===== src/hdl/blfr_cfg.svh =====
// Constants for the backlight fault and two-wire slave block
`ifndef BLFR_CFG_SVH
`define BLFR_CFG_SVH

`define BLFR_SLAVE_ADDR 7'h2c
`define BLFR_REG_BRT 8'h00
`define BLFR_REG_CTRL 8'h01
`define BLFR_REG_FAULT 8'h02
`define BLFR_REG_ID 8'h03
`define BLFR_REG_DIRECT 8'h04
`define BLFR_REG_TEMP_MSB 8'h05
`define BLFR_REG_TEMP_LSB 8'h06
`define BLFR_CTRL_MASK 8'h07
`define BLFR_DIRECT_MASK 8'h0f
`define BLFR_RST_BYTE 8'h00
`define BLFR_FLT_UV 0
`define BLFR_FLT_TSD 1
`define BLFR_FLT_OCP 2
`define BLFR_BYTE_BITS 4'h8
`define BLFR_LAST_TX_BIT 4'h7
`define BLFR_TEMP_W 11
`define BLFR_TEMP_INT_MSB 10
`define BLFR_TEMP_INT_LSB 3
`define BLFR_TEMP_FRAC_MSB 2
`define BLFR_TSD_ON_C 8'h96
`define BLFR_TSD_OFF_C 8'h82
`define BLFR_TLIM_1_C 8'h6e
`define BLFR_TLIM_2_C 8'h78
`define BLFR_TLIM_3_C 8'h82
`define BLFR_PWM_STEP 8'h02
`define BLFR_PWM_FULL 8'h64
`define BLFR_PWM_SAT_C 8'h32
`define BLFR_SYNC_W 7
`define BLFR_SY_SCL 0
`define BLFR_SY_SDA 1
`define BLFR_SY_EN 2
`define BLFR_SY_VIN_LSB 3
`define BLFR_SY_VIN_MSB 5
`define BLFR_SY_OCP 6
`define BLFR_APB_AW 12
`define BLFR_APB_CFG 12'h000
`define BLFR_APB_STATUS 12'h004
`define BLFR_CFG_UV_LSB 0
`define BLFR_CFG_UV_MSB 1
`define BLFR_CFG_TL_LSB 2
`define BLFR_CFG_TL_MSB 3
`define BLFR_ST_REDUCE_LSB 8
`define BLFR_ST_REDUCE_MSB 15
`define BLFR_ST_FAULT_LSB 16
`define BLFR_ST_FAULT_MSB 23

`endif


===== src/hdl/blfr_pkg.sv =====
// Types shared by the backlight fault and two-wire slave block
package blfr_pkg;

    typedef enum logic [2:0] {
        BLFR_ST_IDLE = 3'h0,
        BLFR_ST_RX = 3'h1,
        BLFR_ST_RXACK = 3'h3,
        BLFR_ST_TX = 3'h2,
        BLFR_ST_TXACK = 3'h6
    } blfr_state_t;

    typedef enum logic [1:0] {
        BLFR_PH_ADDR = 2'h0,
        BLFR_PH_PTR = 2'h1,
        BLFR_PH_DATA = 2'h3
    } blfr_phase_t;

endpackage


===== src/hdl/blfr_pin_if.sv =====
// Raw and synchronised external inputs
`timescale 1ns/1ps
`include "blfr_cfg.svh"
interface blfr_pin_if #(
    parameter int W = `BLFR_SYNC_W
);
    logic [W-1:0] raw;
    logic [W-1:0] synced;
    modport syncer(input raw, output synced);
    modport core(output raw, input synced);
endinterface


===== src/hdl/blfr_top.sv =====
// Two-wire register slave with fault and thermal reporting
//
// The APB slave port and the placing of the registers were left to the implementer.
`timescale 1ns/1ps
`include "blfr_cfg.svh"
module blfr_top import blfr_pkg::*; #(
    parameter logic [6:0] SLAVE_ADDR = `BLFR_SLAVE_ADDR,
    // Arbitrary identity value
    parameter logic [7:0] ID_VALUE = 8'h5a,
    parameter int SYNC_STAGES = 2
) (
    input wire logic I_CLK,
    input wire logic I_RST,
    input wire logic I_SCL,
    input wire logic I_SDA,
    output logic O_SDA,
    output logic O_SDA_OE_N,
    input wire logic I_EN,
    input wire logic [2:0] I_VIN_BELOW,
    input wire logic I_OCP_DET,
    input wire logic [`BLFR_TEMP_W-1:0] I_TEMP,
    output logic O_FAULT,
    output logic O_FAULT_OE_N,
    output logic O_SHUTDOWN,
    output logic [7:0] O_PWM_REDUCE,
    input wire logic I_PSEL,
    input wire logic I_PENABLE,
    input wire logic I_PWRITE,
    input wire logic [`BLFR_APB_AW-1:0] I_PADDR,
    input wire logic [31:0] I_PWDATA,
    output logic [31:0] O_PRDATA,
    output logic O_PREADY,
    output logic O_PSLVERR
);
    blfr_pin_if #(.W(`BLFR_SYNC_W)) pins();

    logic scl;
    logic sda;
    logic en;
    logic scl_d;
    logic sda_d;
    logic scl_rise;
    logic scl_fall;
    logic start_c;
    logic stop_c;
    blfr_state_t state;
    blfr_phase_t phase;
    logic [3:0] bit_cnt;
    logic [7:0] rx_shift;
    logic [7:0] tx_shift;
    logic rw;
    logic nack;
    logic [7:0] ptr;
    logic wr_stb;
    logic [7:0] wr_data;
    logic load_now;
    logic [7:0] load_addr;
    logic [7:0] load_val;
    logic [7:0] brt;
    logic [7:0] ctrl;
    logic [7:0] direct;
    logic [2:0] temp_lsb;
    logic [7:0] fault;
    logic [7:0] next_fault;
    logic [7:0] fault_set;
    logic fault_clr;
    logic [1:0] uv_sel;
    logic [1:0] tl_sel;
    logic uv_active;
    logic tsd_active;
    logic regulating;
    logic [7:0] temp_deg;
    logic [7:0] temp_lim;
    logic [7:0] excess;
    logic [7:0] next_reduce;
    logic [31:0] status_word;
    logic apb_access;

    assign pins.raw = {I_OCP_DET, I_VIN_BELOW, I_EN, I_SDA, I_SCL};

    blfr_sync #(
        .W(`BLFR_SYNC_W),
        .STAGES(SYNC_STAGES)
    ) u_sync (
        .i_clk(I_CLK),
        .i_rst(I_RST),
        .p(pins.syncer)
    );

    assign scl = pins.synced[`BLFR_SY_SCL];
    assign sda = pins.synced[`BLFR_SY_SDA];
    assign en = pins.synced[`BLFR_SY_EN];

    // Register readback shared by first load and burst reload
    function automatic logic [7:0] reg_value(input logic [7:0] a);
        case (a)
            `BLFR_REG_BRT: reg_value = brt;
            `BLFR_REG_CTRL: reg_value = ctrl;
            `BLFR_REG_FAULT: reg_value = fault;
            `BLFR_REG_ID: reg_value = ID_VALUE;
            `BLFR_REG_DIRECT: reg_value = direct;
            `BLFR_REG_TEMP_MSB: begin
                reg_value = I_TEMP[`BLFR_TEMP_W-1:`BLFR_TEMP_INT_LSB];
            end
            `BLFR_REG_TEMP_LSB: reg_value = {5'h00, temp_lsb};
            default: reg_value = `BLFR_RST_BYTE;
        endcase
    endfunction

    always_ff @(posedge I_CLK or posedge I_RST) begin
        if (I_RST) begin
            scl_d <= 1'b1;
            sda_d <= 1'b1;
        end else begin
            scl_d <= scl;
            sda_d <= sda;
        end
    end

    assign scl_rise = scl & ~scl_d;
    assign scl_fall = ~scl & scl_d;
    assign start_c = scl & scl_d & sda_d & ~sda;
    assign stop_c = scl & scl_d & ~sda_d & sda;

    assign load_now = scl_fall & (((state == BLFR_ST_RXACK) &
                      (phase == BLFR_PH_ADDR) & rw) |
                      ((state == BLFR_ST_TXACK) & ~nack));
    assign load_addr = (state == BLFR_ST_TXACK) ? 8'(ptr + 8'h01) : ptr;
    assign load_val = reg_value(load_addr);

    // Serial engine; bus lines are never driven high
    always_ff @(posedge I_CLK or posedge I_RST) begin
        if (I_RST) begin
            state <= BLFR_ST_IDLE;
            phase <= BLFR_PH_ADDR;
            bit_cnt <= 4'h0;
            rx_shift <= `BLFR_RST_BYTE;
            tx_shift <= `BLFR_RST_BYTE;
            rw <= 1'b0;
            nack <= 1'b1;
            ptr <= `BLFR_RST_BYTE;
            wr_stb <= 1'b0;
            wr_data <= `BLFR_RST_BYTE;
            O_SDA_OE_N <= 1'b1;
        end else begin
            wr_stb <= 1'b0;
            if (start_c) begin
                state <= BLFR_ST_RX;
                phase <= BLFR_PH_ADDR;
                bit_cnt <= 4'h0;
                O_SDA_OE_N <= 1'b1;
            end else if (stop_c) begin
                state <= BLFR_ST_IDLE;
                O_SDA_OE_N <= 1'b1;
            end else if (scl_rise) begin
                if (state == BLFR_ST_RX) begin
                    rx_shift <= {rx_shift[6:0], sda};
                    bit_cnt <= 4'(bit_cnt + 4'h1);
                end
                if (state == BLFR_ST_TXACK) begin
                    nack <= sda;
                end
            end else if (scl_fall) begin
                case (state)
                    BLFR_ST_RX: begin
                        if (bit_cnt == `BLFR_BYTE_BITS) begin
                            bit_cnt <= 4'h0;
                            state <= BLFR_ST_RXACK;
                            O_SDA_OE_N <= 1'b0;
                            case (phase)
                                BLFR_PH_ADDR: begin
                                    if (rx_shift[7:1] != SLAVE_ADDR) begin
                                        state <= BLFR_ST_IDLE;
                                        O_SDA_OE_N <= 1'b1;
                                    end
                                    rw <= rx_shift[0];
                                end
                                BLFR_PH_PTR: begin
                                    ptr <= rx_shift;
                                end
                                default: begin
                                    wr_stb <= 1'b1;
                                    wr_data <= rx_shift;
                                end
                            endcase
                        end
                    end
                    BLFR_ST_RXACK: begin
                        O_SDA_OE_N <= 1'b1;
                        if (load_now) begin
                            state <= BLFR_ST_TX;
                            tx_shift <= load_val;
                            // release for ones, low for zeros
                            O_SDA_OE_N <= load_val[7];
                            bit_cnt <= 4'h0;
                        end else begin
                            state <= BLFR_ST_RX;
                            if (phase == BLFR_PH_DATA) begin
                                ptr <= 8'(ptr + 8'h01);
                            end
                            if (phase == BLFR_PH_ADDR) begin
                                phase <= BLFR_PH_PTR;
                            end else begin
                                phase <= BLFR_PH_DATA;
                            end
                        end
                    end
                    BLFR_ST_TX: begin
                        if (bit_cnt == `BLFR_LAST_TX_BIT) begin
                            state <= BLFR_ST_TXACK;
                            O_SDA_OE_N <= 1'b1;
                        end else begin
                            bit_cnt <= 4'(bit_cnt + 4'h1);
                            tx_shift <= {tx_shift[6:0], 1'b0};
                            O_SDA_OE_N <= tx_shift[6];
                        end
                    end
                    BLFR_ST_TXACK: begin
                        if (load_now) begin
                            ptr <= load_addr;
                            tx_shift <= load_val;
                            O_SDA_OE_N <= load_val[7];
                            bit_cnt <= 4'h0;
                            state <= BLFR_ST_TX;
                        end else begin
                            state <= BLFR_ST_IDLE;
                        end
                    end
                    default: begin
                        state <= BLFR_ST_IDLE;
                    end
                endcase
            end
        end
    end

    // Writable registers behind the serial pointer
    always_ff @(posedge I_CLK or posedge I_RST) begin
        if (I_RST) begin
            brt <= `BLFR_RST_BYTE;
            ctrl <= `BLFR_RST_BYTE;
            direct <= `BLFR_RST_BYTE;
        end else if (wr_stb) begin
            case (ptr)
                `BLFR_REG_BRT: brt <= wr_data;
                `BLFR_REG_CTRL: ctrl <= wr_data & `BLFR_CTRL_MASK;
                `BLFR_REG_DIRECT: direct <= wr_data & `BLFR_DIRECT_MASK;
                default: brt <= brt;
            endcase
        end
    end

    // freeze low bits with the high byte
    always_ff @(posedge I_CLK or posedge I_RST) begin
        if (I_RST) begin
            temp_lsb <= 3'h0;
        end else if (load_now && load_addr == `BLFR_REG_TEMP_MSB) begin
            temp_lsb <= I_TEMP[`BLFR_TEMP_FRAC_MSB:0];
        end
    end

    always_comb begin
        case (uv_sel)
            2'h1: uv_active = pins.synced[`BLFR_SY_VIN_LSB];
            2'h2: uv_active = pins.synced[`BLFR_SY_VIN_LSB + 1];
            2'h3: uv_active = pins.synced[`BLFR_SY_VIN_MSB];
            default: uv_active = 1'b0;
        endcase
    end

    assign temp_deg = I_TEMP[`BLFR_TEMP_INT_MSB:`BLFR_TEMP_INT_LSB];

    always_ff @(posedge I_CLK or posedge I_RST) begin
        if (I_RST) begin
            tsd_active <= 1'b0;
        end else if (temp_deg >= `BLFR_TSD_ON_C) begin
            tsd_active <= 1'b1;
        end else if (temp_deg < `BLFR_TSD_OFF_C) begin
            tsd_active <= 1'b0;
        end
    end

    // Regulation events stay out of this vector
    always_comb begin
        fault_set = `BLFR_RST_BYTE;
        fault_set[`BLFR_FLT_UV] = uv_active;
        fault_set[`BLFR_FLT_TSD] = tsd_active;
        fault_set[`BLFR_FLT_OCP] = pins.synced[`BLFR_SY_OCP];
    end

    // read of fault register or enable low
    assign fault_clr = ~en |
                       (load_now && load_addr == `BLFR_REG_FAULT);
    // Set wins so an event in the clearing cycle survives
    assign next_fault = (fault & ~{8{fault_clr}}) | fault_set;

    always_ff @(posedge I_CLK or posedge I_RST) begin
        if (I_RST) begin
            fault <= `BLFR_RST_BYTE;
            O_FAULT_OE_N <= 1'b1;
            O_FAULT <= 1'b0;
            O_SDA <= 1'b0;
        end else begin
            fault <= next_fault;
            O_FAULT_OE_N <= ~(|next_fault);
            O_FAULT <= 1'b0;
            O_SDA <= 1'b0;
        end
    end

    always_ff @(posedge I_CLK or posedge I_RST) begin
        if (I_RST) begin
            O_SHUTDOWN <= 1'b0;
        end else begin
            O_SHUTDOWN <= uv_active | tsd_active | fault[`BLFR_FLT_OCP];
        end
    end

    always_comb begin
        case (tl_sel)
            2'h1: temp_lim = `BLFR_TLIM_1_C;
            2'h2: temp_lim = `BLFR_TLIM_2_C;
            2'h3: temp_lim = `BLFR_TLIM_3_C;
            default: temp_lim = `BLFR_TLIM_3_C;
        endcase
        regulating = en & (tl_sel != 2'h0) & (temp_deg > temp_lim);
        excess = regulating ? 8'(temp_deg - temp_lim) : 8'h00;
        // Saturate at full scale rather than wrap
        if (excess >= `BLFR_PWM_SAT_C) begin
            next_reduce = `BLFR_PWM_FULL;
        end else begin
            next_reduce = 8'(excess * `BLFR_PWM_STEP);
        end
    end

    always_ff @(posedge I_CLK or posedge I_RST) begin
        if (I_RST) begin
            O_PWM_REDUCE <= 8'h00;
        end else begin
            O_PWM_REDUCE <= next_reduce;
        end
    end

    // Software view of live status
    always_comb begin
        status_word = 32'h0000_0000;
        status_word[0] = O_SHUTDOWN;
        status_word[1] = uv_active;
        status_word[2] = tsd_active;
        status_word[3] = regulating;
        status_word[4] = (state != BLFR_ST_IDLE);
        status_word[`BLFR_ST_REDUCE_MSB:`BLFR_ST_REDUCE_LSB] =
            O_PWM_REDUCE;
        status_word[`BLFR_ST_FAULT_MSB:`BLFR_ST_FAULT_LSB] = fault;
    end

    assign apb_access = I_PSEL & I_PENABLE;

    // One wait state; data is ready with pready
    always_ff @(posedge I_CLK or posedge I_RST) begin
        if (I_RST) begin
            O_PREADY <= 1'b0;
            O_PRDATA <= 32'h0000_0000;
            O_PSLVERR <= 1'b0;
        end else begin
            O_PREADY <= apb_access & ~O_PREADY;
            O_PSLVERR <= 1'b0;
            if (apb_access && !O_PREADY) begin
                case (I_PADDR)
                    `BLFR_APB_CFG: begin
                        O_PRDATA <= {28'h000_0000, tl_sel, uv_sel};
                    end
                    `BLFR_APB_STATUS: O_PRDATA <= status_word;
                    default: begin
                        O_PRDATA <= 32'h0000_0000;
                        O_PSLVERR <= 1'b1;
                    end
                endcase
            end
        end
    end

    // Write lands on the completing edge only
    always_ff @(posedge I_CLK or posedge I_RST) begin
        if (I_RST) begin
            uv_sel <= 2'h0;
            tl_sel <= 2'h0;
        end else if (apb_access && O_PREADY && I_PWRITE &&
                     I_PADDR == `BLFR_APB_CFG) begin
            uv_sel <= I_PWDATA[`BLFR_CFG_UV_MSB:`BLFR_CFG_UV_LSB];
            tl_sel <= I_PWDATA[`BLFR_CFG_TL_MSB:`BLFR_CFG_TL_LSB];
        end
    end
endmodule


===== src/hdl/blfr_sync.sv =====
// Multi-stage synchroniser for asynchronous inputs
`timescale 1ns/1ps
module blfr_sync #(
    parameter int W = 7,
    parameter int STAGES = 2
) (
    input wire logic i_clk,
    input wire logic i_rst,
    blfr_pin_if.syncer p
);
    logic [W-1:0] stg [STAGES];

    if (STAGES < 2) begin : g_chk
        $error("blfr_sync needs at least two stages");
    end

    always_ff @(posedge i_clk or posedge i_rst) begin
        if (i_rst) begin
            stg[0] <= '0;
        end else begin
            stg[0] <= p.raw;
        end
    end

    // First stage feeds only the next stage
    for (genvar i = 1; i < STAGES; i++) begin : g_stg
        always_ff @(posedge i_clk or posedge i_rst) begin
            if (i_rst) begin
                stg[i] <= '0;
            end else begin
                stg[i] <= stg[i-1];
            end
        end
    end

    assign p.synced = stg[STAGES-1];
endmodule


===== config.mk =====
export PLATFORM = sky130hd
export DESIGN_NAME = blfr_top
export DESIGN_NICKNAME = d
export VERILOG_FILES = /design/src/hdl/blfr_pkg.sv /design/src/hdl/blfr_pin_if.sv /design/src/hdl/blfr_top.sv /design/src/hdl/blfr_sync.sv
export VERILOG_INCLUDE_DIRS = /design/src /design/src/hdl
export SDC_FILE = /design/constraint.sdc
export NUM_CORES = 1
export LEC_CHECK = 0
export BUFFER_PORTS_ARGS = -buffer_cell sky130_fd_sc_hd__buf_2
export CAP_MARGIN = 20
export CELL_PAD_IN_SITES_DETAIL_PLACEMENT = 1
export CELL_PAD_IN_SITES_GLOBAL_PLACEMENT = 1
export CORE_MARGIN = 8
export CORE_UTILIZATION = 44
export CTS_CLUSTER_SIZE = 16
export DETAILED_ROUTE_END_ITERATION = 16
export PLACE_DENSITY = 0.77
export SLEW_MARGIN = 20
export SYNTH_ARGS = -nofsm -noshare
export SYNTH_HDL_FRONTEND = slang
export SYNTH_SLANG_ARGS = --single-unit

===== constraint.sdc =====
create_clock -name I_CLK -period 5.2 [get_ports I_CLK]
set_input_delay 0.52 -clock I_CLK [delete_from_list [all_inputs] [get_ports I_CLK]]
set_output_delay 0.52 -clock I_CLK [all_outputs]
set_load 0.02 [all_outputs]

==> Flow_metrics.wiki, run 1 <==
{| class="wikitable"
! Metric !! Value
|-
| Wirelength per Cell || 19.6 um
|-
| Average footprint of a synthesized cell || 10.4 um^2
|-
| Tightest hold margin || 0.204 ns
|-
| Maximum number of pins on one net before global-route repair || 71
|-
| Buffers inserted by post-CTS timing repair || 0
|-
| Buffers added on ports || 70
|-
| Count of final hold-check violations || 0
|-
| CTS tree || built
|-
| Worst Reg-to-Reg Cells || 8
|-
| Crit Reg-Reg Endpoint || tx_shift[6]
|-
| Ordered list of cells on the worst path || nand3b_1 > clkinv_1 > ha_1 > clkinv_1 > a31oi_1 > o211a_1 > o21ai_0 > a31oi_1
|-
| Wire length of the first global-routing pass || approximately 28,000 um
|-
| Cell depth of the worst hold path || 1
|-
| Peak supply drop || 235 uV
|-
| Count of endpoints failing setup in the final report || 0
|-
| Number of design rule violations left after detail routing || 0
|-
| Yosys reg bits || 122
|-
| Delay of the slowest critical-path stage || a little under 0.8 ns
|-
| Number of fill cells || 1,557
|-
| Count of flip-flops with a built-in enable after synthesis || 0
|-
| CTS H-Tree Depth || 4
|-
| Path type of the worst min-delay path || input port to flip-flop
|-
| Max FO, Critical Path || 23
|-
| Part of the cycle the worst path needs || a little over two thirds
|-
| Outcome || completed
|-
| Distinct cell type count after synthesis || 74
|-
| Cell area power density || 376 nW/um^2
|-
| Starting Density || 45.1%
|-
| Cell count after synthesis || 602
|-
| Weighted congestion at the end of routability-driven global placement || ~0.85
|-
| Via count of the first global-routing pass || 5,319
|-
| WS Path Type || flip-flop to flip-flop
|-
| Layout cells sized above 1 || 24.3%
|-
| Primary FF master, synth || sky130_fd_sc_hd__dfrtp_1
|-
| Sequential standard cell area || 3060 um^2
|-
| Overall overflow remaining after global route || 0
|-
| Setup crit start kind || flip-flop
|-
| Area added between synthesis and finish || 17.3%
|-
| Area of the multi-input gates || 2950 um^2
|-
| Width of the chip || 135 um
|-
| Clock Skew || 0.00513 ns
|-
| Number of standard-cell rows in the floorplan || 43
|-
| Comb pwr share || between 10 and 15%
|-
| Floorplan die height || 135 um
|-
| Req. time, crit path || between 5 and 6 ns
|-
| Slew margin rel. || 29.8%
|-
| Post-synthesis async set-or-reset flop share || 100%
|-
| Number of antenna diodes || 0
|-
| Post-Route WL || 16,900 um
|-
| Critical Path Slowest Stage Cell || sky130_fd_sc_hd__ha_1
|-
| Mapped cell area || ~6300 um^2
|-
| Slack of the critical path || 1.55 ns
|-
| Die area || 18,300 um^2
|-
| R2R Setup Slk || 1.55 ns
|-
| Switch share || 28.6%
|-
| Clock buffer depth || 2
|-
| Leakage || 3.48 nW
|-
| Estimated wirelength of the detail-placed design || ~12,000 um
|-
| Drt pass-1 iters || 4
|-
| Setup Total Neg Slack || 0 ns
|-
| Number of design-rule violations left by the first detailed-router iteration || 220
|-
| Number of buffers inserted during clock tree synthesis || 17
|-
| Vias per Instance || 5.66
|-
| Seq pwr share || between 40 and 50%
|-
| Critical Path End Type || flip-flop
|-
| Number of max-slew violations in the final report || 0
|-
| Worst setup timing slack at the placement stage || 1.72 ns
|-
| Max frequency || 274 MHz
|-
| Total number of vias || approximately 5,000
|-
| Critical path data arrival time || 3.99 ns
|-
| Number of nets in the finished design || 760
|-
| Design internal power || 1.97 mW
|-
| Clock slew at the register clock pins of the worst setup and hold paths || 0.06 ns
|-
| Worst-margin pin slew || 1.05 ns
|-
| Number of sinks handled by clock tree synthesis || 122
|-
| Post-route antenna net violation count || 0
|-
| Sequential share of the synthesized area || 48.9%
|-
| Post-cts hold buffer count || 0
|-
| Insertion delay of the later-clocked pin in the worst-skew pair || between 0.4 and 0.5 ns
|-
| Worst Min Path Start || I_VIN_BELOW[1]
|-
| P_sw || 791 uW
|-
| Period minus WS final || approximately 3.7 ns
|-
| RSZ-0062 raised after global routing || no
|-
| Standard cell core area || 13,900 um^2
|-
| CTS-repair resized insts || 0
|-
| Startpoint of the most critical register-to-register path || state[1]
|-
| Global-route total usage across every layer || around 19%
|-
| Number of synthesis warnings || 0
|-
| Clock Tree Root || sky130_fd_sc_hd__clkbuf_16
|-
| Antenna violations before repair || 0
|-
| Boundary Pins || 114
|-
| Endpoint of the worst hold-timing path || u_sync.stg[11]
|-
| Clk network pwr share || 45.9%
|-
| Max-cap viol count || 0
|}
## state kept, by name, indices dropped and copies added (netlist names), 7 cells and up
name and count:
tx_shift 7, u_sync.p.synced 7, wr_data 8, O_PWM_REDUCE 7
ptr 8, rx_shift 8, brt 8, u_sync.stg 7
fault 8, O_PRDATA 20
## kinds of logic (layout without fill, tap and decap cells)
| family | after synthesis | count (layout) | synth area share [%] |
|---|---|---|---|
| buffers and inverters | 64 | 131 | 4.90 |
| adder cells (fa/ha/maj) | 22 | 22 | 4.52 |
| AND/OR/NAND/NOR | 183 | 183 | 15.0 |
| multiplexers | 48 | 48 | 8.55 |
| XOR/XNOR | 6 | 6 | 0.840 |
| AO/OA/AOI/OAI | 156 | 156 | 17.3 |
| other | 1 | 16 | 0.0599 |
| flip-flops | 122 | 122 | 48.9 |
## final cells by class
type | instances | area share (%)
clock buffer | 17 | 5.79
clock inverter | 15 | 2.90
inverter | 27 | 1.41
multi-input combinational | 431 | 40.2
sequential | 122 | 41.7
tap | 180 | 3.07
timing repair buffer | 72 | 4.98
## worst max path at each step
stage                   from           to  slack (ns)  cells past startpoint
floorplan              I_RST  O_PRDATA[0]        1.45                      1
global placement    state[1]  tx_shift[3]        1.84                      8
detailed placement  state[1]  tx_shift[6]        1.72                      8
CTS                 state[1]  tx_shift[3]        1.59                      8
global route        state[1]  tx_shift[6]        1.25                      8
finish              state[1]  tx_shift[6]        1.55                      8
## synth_stat cells, types with 4 or more instances
library cell	count	area, um^2
sky130_fd_sc_hd__o22ai_1	5	31.3
sky130_fd_sc_hd__nor3_1	10	50.1
sky130_fd_sc_hd__mux2_2	44	495
sky130_fd_sc_hd__dfrtp_1	117	2930
sky130_fd_sc_hd__nand4_1	7	43.8
sky130_fd_sc_hd__mux2i_1	4	40.0
sky130_fd_sc_hd__o31ai_1	5	37.5
sky130_fd_sc_hd__nor4_1	7	43.8
sky130_fd_sc_hd__clkbuf_1	19	71.3
sky130_fd_sc_hd__a21oi_1	40	200
sky130_fd_sc_hd__nor2b_1	10	62.6
sky130_fd_sc_hd__ha_1	21	263
sky130_fd_sc_hd__nand2_1	58	218
sky130_fd_sc_hd__o21a_1	7	52.6
sky130_fd_sc_hd__nand2b_1	9	56.3
sky130_fd_sc_hd__a21o_1	4	30.0
sky130_fd_sc_hd__inv_1	25	93.8
sky130_fd_sc_hd__a31oi_1	11	68.8
sky130_fd_sc_hd__nand3_1	19	95.1
sky130_fd_sc_hd__dfstp_2	5	131
sky130_fd_sc_hd__o21ai_0	28	140
sky130_fd_sc_hd__buf_4	15	113
sky130_fd_sc_hd__nand3b_1	6	45.0
sky130_fd_sc_hd__and2_1	6	37.5
sky130_fd_sc_hd__nor2_1	30	113
sky130_fd_sc_hd__a22o_1	15	131
## stage by stage
step	power, mW	instance area, um^2	utilization [%]	std cells
3_3_place_gp	1.48	6700	48.3	832
4_1_cts	2.79	7340	52.9	864
5_1_grt	2.88	7340	52.9	864
2_1_floorplan	1.39	6320	-	617
6_report	2.76	7340	52.9	864
3_5_place_dp	1.51	6700	48.3	832
## cells in the final DEF (no fill, tap or decap), drive strengths merged, types with 17 or more instances in the layout
cell,n
clkbuf,17
o21ai,31
a21oi,40
mux2,44
buf,72
dfrtp,117
nand3,19
inv,31
nor2,30
ha,21
nand2,58
## layer usage
layer	wire, um	share of wire (%)	GRT usage [%]	vias up
li1	-	-	-	2307
met1	7700	46	24.5	2460
met2	8240	49	32.2	102
met3	663	3.9	3.41	21
met4	309	1.8	7.28	0
met5	0	0	0	-
## critical path, delay by kind of cell (launching register included)
kind,cells,cell delay (ns)
compound gates,4,1.04
fa+ha+maj,1,0.77
buf+inv,2,0.74
flops,1,0.62
simple gates,1,0.38
## power by group through the flow
stage	combinational, mW	sequential [mW]	clock (mW)
2_1_floorplan	0.307	1.08	0
4_1_cts	0.391	1.11	1.29
3_3_place_gp	0.364	1.11	0
3_5_place_dp	0.385	1.12	0
6_report	0.388	1.11	1.27
5_1_grt	0.433	1.12	1.33
Power figures use the tool's default switching activity.
==> inputs of run 2 (changes only) <==
- ABC_AREA: unset -> 1
- CORE_UTILIZATION: 44 -> 38
- PLACE_DENSITY: 0.77 -> 0.73
- clock period: 5.2 -> 3.1 ns (I/O delays scaled with it)
==> Flow_metrics.wiki, run 2 <==
{| class="wikitable"
! Metric !! Value
|-
| Yosys reg bits || 122 (unchanged)
|-
| CTS H-Tree Depth || 4 (unchanged)
|-
| Maximum number of pins on one net before global-route repair || 123 (+73%)
|-
| Biggest register || O_PRDATA
|-
| Most common cell after layout, fill and taps aside || sky130_fd_sc_hd__nand2_1
|-
| Number of synthesis warnings || 0 (unchanged)
|-
| Most common cell in the synthesized netlist || sky130_fd_sc_hd__nand2_1
|-
| Sequential share of the synthesized area || 48.2% (-0.65 points)
|-
| Slew margin rel. || 47.5% (+18 points)
|-
| Width of the chip || 145 um (+7.3%)
|-
| Synth area leaders || sky130_fd_sc_hd__dfrtp_1 (46%), sky130_fd_sc_hd__nand2_1 (11%), sky130_fd_sc_hd__inv_1 (6.0%)
|-
| Count of flip-flops with a built-in enable after synthesis || 0 (unchanged)
|-
| Vias per Instance || 4.88 (-14%)
|-
| Highest-count cells in the layout ignoring fill and taps || sky130_fd_sc_hd__nand2_1 (180), sky130_fd_sc_hd__dfrtp_1 (117), sky130_fd_sc_hd__inv_1 (101)
|-
| Average footprint of a synthesized cell || 8.34 um^2 (-20%)
|-
| WS Path Type || flip-flop to flip-flop
|-
| Overall overflow remaining after global route || 0 (unchanged)
|-
| Number of design rule violations left after detail routing || 0 (unchanged)
|-
| Flip-flop count of the largest register, all copies and words added || 20 (unchanged)
|-
| Period minus WS final || 2.63 ns (-1.02 ns)
|-
| Launch point of the critical path || tl_sel[1]
|-
| CTS-repair resized insts || 0 (unchanged)
|-
| Simple-gate share of the synthesized area || 23.4% (+8.4 points)
|-
| Clock Skew || 0.00670 ns (+0.00157 ns)
|-
| Combinational family with the most area after synthesis || simple AND/OR/NAND/NOR gates
|-
| Setup crit start kind || flip-flop
|-
| Area added between synthesis and finish || 20.1%
|-
| Drt pass-1 iters || 4 (unchanged)
|-
| Post-route antenna net violation count || 0 (unchanged)
|-
| Primary FF master, synth || sky130_fd_sc_hd__dfrtp_1
|-
| RSZ-0062 raised after global routing || no
|-
| Number of buffers inserted during clock tree synthesis || 17 (unchanged)
|-
| Critical Path End Type || flip-flop
|-
| Cell type with the highest aggregate area in the netlist || sky130_fd_sc_hd__dfrtp_1
|-
| Wire length of the first global-routing pass || 29,100 um (+4.1%)
|-
| Number of sinks handled by clock tree synthesis || 122 (unchanged)
|-
| Worst Reg-to-Reg Cells || 16 (+8)
|-
| Number of fill cells || 2,023 (+30%)
|-
| Design internal power || 3.42 mW (+74%)
|-
| Max frequency || 380 MHz (+39%)
|-
| Path type of the worst min-delay path || input port to asynchronous set/reset pin
|-
| Top post-synthesis cells by count || sky130_fd_sc_hd__nand2_1 (180), sky130_fd_sc_hd__dfrtp_1 (117), sky130_fd_sc_hd__inv_1 (102), sky130_fd_sc_hd__nor2_1 (64), sky130_fd_sc_hd__o21ai_0 (63)
|-
| Global-route total usage across every layer || 17.0% (-2.3 points)
|-
| Number of standard-cell rows in the floorplan || 47 (+9.3%)
|-
| Fraction of the mapped netlist area in compound gates || 11.9% (-5.4 points)
|-
| Number of max-slew violations in the final report || 0 (unchanged)
|-
| Number of antenna diodes || 0 (unchanged)
|-
| Count of final hold-check violations || 0 (unchanged)
|-
| Clock slew at the register clock pins of the worst setup and hold paths || 0.06 ns (about the same)
|-
| P_sw || 1.42 mW (+79%)
|-
| Comb pwr share || 16.7% (+2.7 points)
|-
| Outcome || completed
|-
| Peak supply drop || 387 uV (+65%)
|-
| Antenna violations before repair || 0 (unchanged)
|-
| Clk network pwr share || 45.8% (about the same)
|-
| Buffers added on ports || 70 (unchanged)
|-
| Startpoint of the most critical register-to-register path || tl_sel[1]
|-
| Weighted congestion at the end of routability-driven global placement || 0.830 (-2.5%)
|-
| Worst-margin pin slew || 0.780 ns (-0.270 ns)
|-
| Clock buffer depth || 2 (unchanged)
|-
| Core occupancy in the finished layout || 46.3% (-6.6 points)
|-
| Cell area power density || 636 nW/um^2 (+69%)
|-
| Setup Total Neg Slack || 0 ns (unchanged)
|-
| Max-cap viol count || 0 (unchanged)
|-
| Estimated wirelength of the detail-placed design || 12,700 um (+1.7%)
|-
| Critical path data arrival time || 2.98 ns (-1.01 ns)
|-
| Standard cell core area || 16,500 um^2 (+19%)
|-
| Distinct cell type count after synthesis || 50 (-32%)
|-
| Part of the cycle the worst path needs || 84.8% (+15 points)
|-
| Multiplexer share of the synthesized area || 1.60% (-7.0 points)
|-
| Leakage || 3.79 nW (+8.8%)
|-
| CTS tree || built
|-
| Finished Cell Area || 7620 um^2 (+3.7%)
|-
| Max FO, Critical Path || 5 (-78%)
|-
| Clock Tree Root || sky130_fd_sc_hd__clkbuf_16
|-
| Cell count after synthesis || 761 (+26%)
|-
| Buffers inserted by post-CTS timing repair || 0 (unchanged)
|-
| Boundary Pins || 114 (unchanged)
|-
| Die area || 21,100 um^2 (+15%)
|-
| Placed inst area || 6890 um^2 (+2.8%)
|-
| Req. time, crit path || 3.45 ns (-2.09 ns)
|-
| Total number of vias || 5,279 (+8.0%)
|-
| Adder and majority cell fraction of the synthesized area || 4.46% (-0.060 points)
|-
| Post-Route WL || 17,200 um (+1.6%)
|-
| Mapped cell area || 6340 um^2 (+1.3%)
|-
| Post-synthesis async set-or-reset flop share || 100% (unchanged)
|-
| Insertion delay of the later-clocked pin in the worst-skew pair || 0.43 ns (about the same)
|-
| Count of endpoints failing setup in the final report || 0 (unchanged)
|-
| Via count of the first global-routing pass || 5,758 (+8.3%)
|-
| Wirelength per Cell || 15.9 um (-19%)
|-
| Layout cells sized above 1 || 17.7% (-6.6 points)
|-
| Post-cts hold buffer count || 7 (+7)
|-
| Portion of synthesized cell area occupied by the leading cell type || 46.2% (-0.62 points)
|-
| Switch share || 29.3% (+0.63 points)
|-
| Floorplan die height || 145 um (+7.3%)
|-
| Fraction of synthesized cell area in xor and xnor cells || 0.966% (+0.13 points)
|-
| Starting Density || 38.5% (-6.6 points)
|-
| Seq pwr share || 37.5% (-2.6 points)
|-
| Number of nets in the finished design || 937 (+23%)
|-
| Number of design-rule violations left by the first detailed-router iteration || 210 (-4.5%)
|}
## run 2: cell types whose count changed in the layout (fill, tap and decap cells not counted), moves of 15 or more
cell	delta
sky130_fd_sc_hd__a21oi_1	-16
sky130_fd_sc_hd__nand2_1	+122
sky130_fd_sc_hd__nand3_1	+23
sky130_fd_sc_hd__o21ai_0	+35
sky130_fd_sc_hd__inv_1	+77
sky130_fd_sc_hd__nor2_1	+34
sky130_fd_sc_hd__a22o_1	-15
sky130_fd_sc_hd__mux2_2	-39
## run 2: layer usage
metal  vias to the layer above  routed length [um]  global-route usage (%)
li1                       2612                   -                       -
met2                        84                8570                    29.2
met1                      2562                7790                    20.2
met3                        21                 558                    4.48
met4                         0                 271                    5.93
met5                         -                   0                       0
## run 2: area by class of cell
type | instances | area [um^2] | area share, %
inverter | 110 | 422 | 5.54
timing repair buffer | 81 | 463 | 6.08
sequential | 122 | 3060 | 40.2
clock inverter | 14 | 216 | 2.84
multi-input combinational | 516 | 2740 | 36.0
tap | 220 | 275 | 3.61
clock buffer | 18 | 439 | 5.77
## run 2: path summary, 6_finish.rpt
check | endpoint | slack (ns)
worst min register to register | u_sync.p.synced[5] | 0.35
worst min-delay path | direct[2] | 0.003
max in group asynchronous | brt[1] | 2.50
min in group I_CLK | temp_lsb[1] | 0.12
worst max register to register | O_PWM_REDUCE[4] | 0.47
worst max-delay path | O_PWM_REDUCE[4] | 0.47
## run 2: critical path, cell delays in order (launching register included)
cell	delay (ns)
sky130_fd_sc_hd__dfrtp_1	0.37
sky130_fd_sc_hd__inv_1	0.09
sky130_fd_sc_hd__ha_1	0.34
sky130_fd_sc_hd__inv_1	0.10
sky130_fd_sc_hd__ha_1	0.36
sky130_fd_sc_hd__nand2_1	0.09
sky130_fd_sc_hd__nand2_1	0.05
sky130_fd_sc_hd__a31oi_1	0.22
sky130_fd_sc_hd__inv_1	0.08
sky130_fd_sc_hd__nand2_1	0.10
sky130_fd_sc_hd__nand2_1	0.06
sky130_fd_sc_hd__a21oi_1	0.16
sky130_fd_sc_hd__xor2_1	0.15
sky130_fd_sc_hd__nand2_1	0.07
sky130_fd_sc_hd__nand2_1	0.11
sky130_fd_sc_hd__nand2_1	0.10
sky130_fd_sc_hd__nor2_1	0.10
## run 2: power by group through the flow
stage | Clock, mW | Sequential (mW) | Combinational, mW
finish | 2.22 | 1.81 | 0.810
CTS | 2.26 | 1.82 | 0.820
detailed placement | 0 | 1.84 | 0.800
global placement | 0 | 1.84 | 0.787
floorplan | 0 | 1.85 | 0.576
global route | 2.32 | 1.84 | 0.918
## run 2: metrics by stage
step | total power [mW] | setup WS (ns) | hold WS, ns | std cells
global route | 5.07 | 0.160 | 0.107 | 1081
detailed placement | 2.64 | 0.478 | 0.337 | 1042
finish | 4.84 | 0.470 | 0.00322 | 1081
CTS | 4.90 | 0.465 | 0.102 | 1081
floorplan | 2.43 | 0.817 | 0.331 | 776
global placement | 2.63 | 0.590 | 0.334 | 1042
## run 2: cells by family (layout without fill, tap and decap cells)
group | count (synthesis) | in the layout
AND/OR/NAND/NOR | 333 | 333
buffers and inverters | 138 | 223
AO/OA/AOI/OAI | 130 | 130
flip-flops | 122 | 122
adder cells (fa/ha/maj) | 22 | 22
multiplexers | 8 | 8
XOR/XNOR | 7 | 7
other | 1 | 16
==> inputs of run 3 (changes only) <==
- CORE_UTILIZATION: 38 -> 42
- PLACE_DENSITY: 0.73 -> 0.77
- clock period: 3.1 -> 2.55 ns (I/O delays scaled with it)
==> Flow_metrics.wiki, run 3 (synthesis results as in run 2) <==
{| class="wikitable"
! Metric !! Value
|-
| Outcome || completed
|-
| Ordered list of cells on the worst path || buf_4 > buf_4 > ha_1 > inv_1 > ha_1 > a31oi_4 > inv_1 > nand2_1 > nand2_1 > a21oi_2 > xor2_1 > nand2_1 > nand2_2 > nand2_2 > nor2_1
|-
| Number of fill cells || 1,817 (-10%)
|-
| Number of design rule violations left after detail routing || 0 (unchanged)
|-
| GR Layer Usage met1 || 22.5% (+2.2 points)
|-
| Startpoint of the most critical register-to-register path || tl_sel[0]
|-
| Insertion delay of the later-clocked pin in the worst-skew pair || 0.42 ns (about the same)
|-
| Overall overflow remaining after global route || 0 (unchanged)
|-
| Clock Skew || 0.00511 ns (-0.00159 ns)
|-
| Max-cap viol count || 0 (unchanged)
|-
| Grt peak-use layer || met2
|-
| CTS H-Tree Depth || 4 (unchanged)
|-
| Leakage || 3.83 nW (+1.2%)
|-
| Most common cell after layout, fill and taps aside || sky130_fd_sc_hd__nand2_1
|-
| WS Path Type || flip-flop to flip-flop
|-
| Critical Path Slowest Stage Cell || sky130_fd_sc_hd__dfrtp_1
|-
| Wirelength per Cell || 17.1 um (+7.6%)
|-
| Buffers added on ports || 70 (unchanged)
|-
| Number of design-rule violations left by the first detailed-router iteration || 230 (+9.5%)
|-
| Final non-filler cell total || 1,065 (-1.5%)
|-
| Slew margin rel. || 53.3% (+5.7 points)
|-
| Number of antenna diodes || 0 (unchanged)
|-
| Overall power consumption || 5.83 mW (+20%)
|-
| Buffers and inverters on the worst path || 4 (+1)
|-
| Placed inst area || 6940 um^2 (+0.73%)
|-
| Global Route met3 Usage || 4.48% (about the same)
|-
| Max FO, Critical Path || 4 (-1)
|-
| Critical path data arrival time || 2.77 ns (-0.21 ns)
|-
| Kind of cell adding the most delay to the critical path || simple AND/OR/NAND/NOR gates
|-
| Boundary Pins || 114 (unchanged)
|-
| Path type of the worst min-delay path || input port to asynchronous set/reset pin
|-
| Highest-count cells in the layout ignoring fill and taps || sky130_fd_sc_hd__nand2_1 (177), sky130_fd_sc_hd__dfrtp_1 (117), sky130_fd_sc_hd__inv_1 (98)
|-
| Area added between synthesis and finish || 22.0%
|-
| Delay of the slowest critical-path stage || 0.40 ns (+0.03 ns)
|-
| CTS tree || built
|-
| Count of final hold-check violations || 0 (unchanged)
|-
| Via count of the first global-routing pass || 6,148 (+6.8%)
|-
| Standard cell core area || 15,000 um^2 (-9.0%)
|-
| Vias per Instance || 5.13 (+5.1%)
|-
| Cell area power density || 754 nW/um^2 (+19%)
|-
| Number of max-slew violations in the final report || 0 (unchanged)
|-
| Launch point of the critical path || tl_sel[0]
|-
| Clock slew at the register clock pins of the worst setup and hold paths || 0.06 ns (about the same)
|-
| Total number of vias || 5,464 (+3.5%)
|-
| Instance count on the critical path || 15 (-1)
|-
| Setup crit start kind || flip-flop
|-
| Post-Route WL || 18,200 um (+6.0%)
|-
| Part of the cycle the worst path needs || 95.0% (+10 points)
|-
| Number of sinks handled by clock tree synthesis || 122 (unchanged)
|-
| Number of buffers inserted during clock tree synthesis || 17 (unchanged)
|-
| Count of endpoints failing setup in the final report || 0 (unchanged)
|-
| Flip-flop count of the largest register, all copies and words added || 20 (unchanged)
|-
| Wire length of the first global-routing pass || 30,600 um (+5.2%)
|-
| Starting Density || 42.4% (+3.8 points)
|-
| Biggest register || O_PRDATA
|-
| Global-route total usage across every layer || 19.5% (+2.4 points)
|-
| Req. time, crit path || 2.90 ns (-0.55 ns)
|-
| Weighted congestion at the end of routability-driven global placement || 0.865 (+4.2%)
|-
| Floorplan die height || 139 um (-4.3%)
|-
| Worst setup path end || O_PWM_REDUCE[4]
|-
| Number of nets in the finished design || 953 (+1.7%)
|-
| Critical Path End Type || flip-flop
|-
| Period minus WS final || 2.42 ns (-0.207 ns)
|-
| R2R Setup Slk || 0.13 ns (-0.34 ns)
|-
| Placed Cells || 1,022 (-1.9%)
|-
| Die area || 19,300 um^2 (-8.5%)
|-
| Antenna violations before repair || 0 (unchanged)
|-
| Width of the chip || 139 um (-4.3%)
|-
| Layout cells sized above 1 || 20.8% (+3.1 points)
|-
| Maximum number of pins on one net before global-route repair || 123 (unchanged)
|-
| Area of the multi-input gates || 2810 um^2 (+2.4%)
|-
| Finished Cell Area || 7740 um^2 (+1.6%)
|-
| Worst Reg-to-Reg Cells || 15 (-1)
|-
| Drt pass-1 iters || 4 (unchanged)
|-
| Post-route antenna net violation count || 0 (unchanged)
|-
| Peak supply drop || 515 uV (+33%)
|-
| Sequential standard cell area || 3060 um^2 (unchanged)
|-
| Clock buffer depth || 2 (unchanged)
|-
| Met2 global-route usage || 34.0% (+4.8 points)
|-
| Worst-margin pin slew || 0.697 ns (-0.0830 ns)
|-
| Estimated wirelength of the detail-placed design || 13,200 um (+4.3%)
|-
| Crit Reg-Reg Endpoint || O_PWM_REDUCE[4]
|-
| Number of standard-cell rows in the floorplan || 45 (-4.3%)
|-
| Clock Tree Root || sky130_fd_sc_hd__clkbuf_16
|-
| Most used cell along the critical path || sky130_fd_sc_hd__nand2_1
|-
| Setup Total Neg Slack || 0 ns (unchanged)
|-
| Max frequency || 413 MHz (+8.5%)
|}
-- run 3: changes by cell type in the layout (fill, tap and decap cells not counted), sizes merged --
| cell | before | now |
|---|---|---|
| buf | 74 | 90 |
| clkinv | 8 | 6 |
| bufinv | 5 | 4 |
| clkinvlp | 2 | 6 |
| inv | 109 | 108 |
-- run 3: worst min-delay path, delay by kind of cell --
kind | cells | cell delay (ns)
buffers and inverters | 3 | 0.63
-- run 3: worst min path at each step --
stage | startpoint | to | cells after the start
after detailed placement | u_sync.stg[8] | u_sync.p.synced[1] | 0
after global routing | I_TEMP[1] | temp_lsb[1] | 2
after CTS | I_RST | temp_lsb[2] | 3
after floorplan | I_VIN_BELOW[0] | u_sync.stg[10] | 0
after global placement | u_sync.stg[13] | u_sync.p.synced[6] | 0
final | I_RST | direct[2] | 3
-- run 3: metrics by stage --
step	hold slack, ns	setup WS [ns]	util (%)
floorplan	0.286	0.267	-
global placement	0.334	0.106	46.3
detailed placement	0.337	-0.0469	46.3
CTS	0.0658	0.00726	51.2
global route	0.0724	-0.0590	51.7
finish	0.0000375	0.127	51.7
-- run 3: cell type report --
class	count	area share, %
Sequential cell	122	39.5
Multi-Input combinational cell	516	36.3
Timing Repair Buffer	97	7.53
Clock buffer	18	5.67
Inverter	110	5.45
Tap cell	188	3.04
Clock inverter	14	2.51
-- run 3: layer usage --
metal / routed length, um / part of all wire, %
met5: 0 / 0
met3: 647 / 3.6
met1: 7860 / 43
met4: 484 / 2.7
met2: 9220 / 51
-- run 3: where the power goes --
group | switching, mW | leakage [nW] | internal (mW)
registers | 0.116 | 1.56 | 2.09
logic | 0.699 | 1.97 | 0.327
clock network | 0.934 | 0.295 | 1.66
-- run 3: what timing repair did --
item,CTS,global route
setup endpoints to repair,6,7
buffers inserted,2,2
hold endpoints to repair,7,0
resized for setup,3,14
hold buffers,7,0
pin swaps,0,4
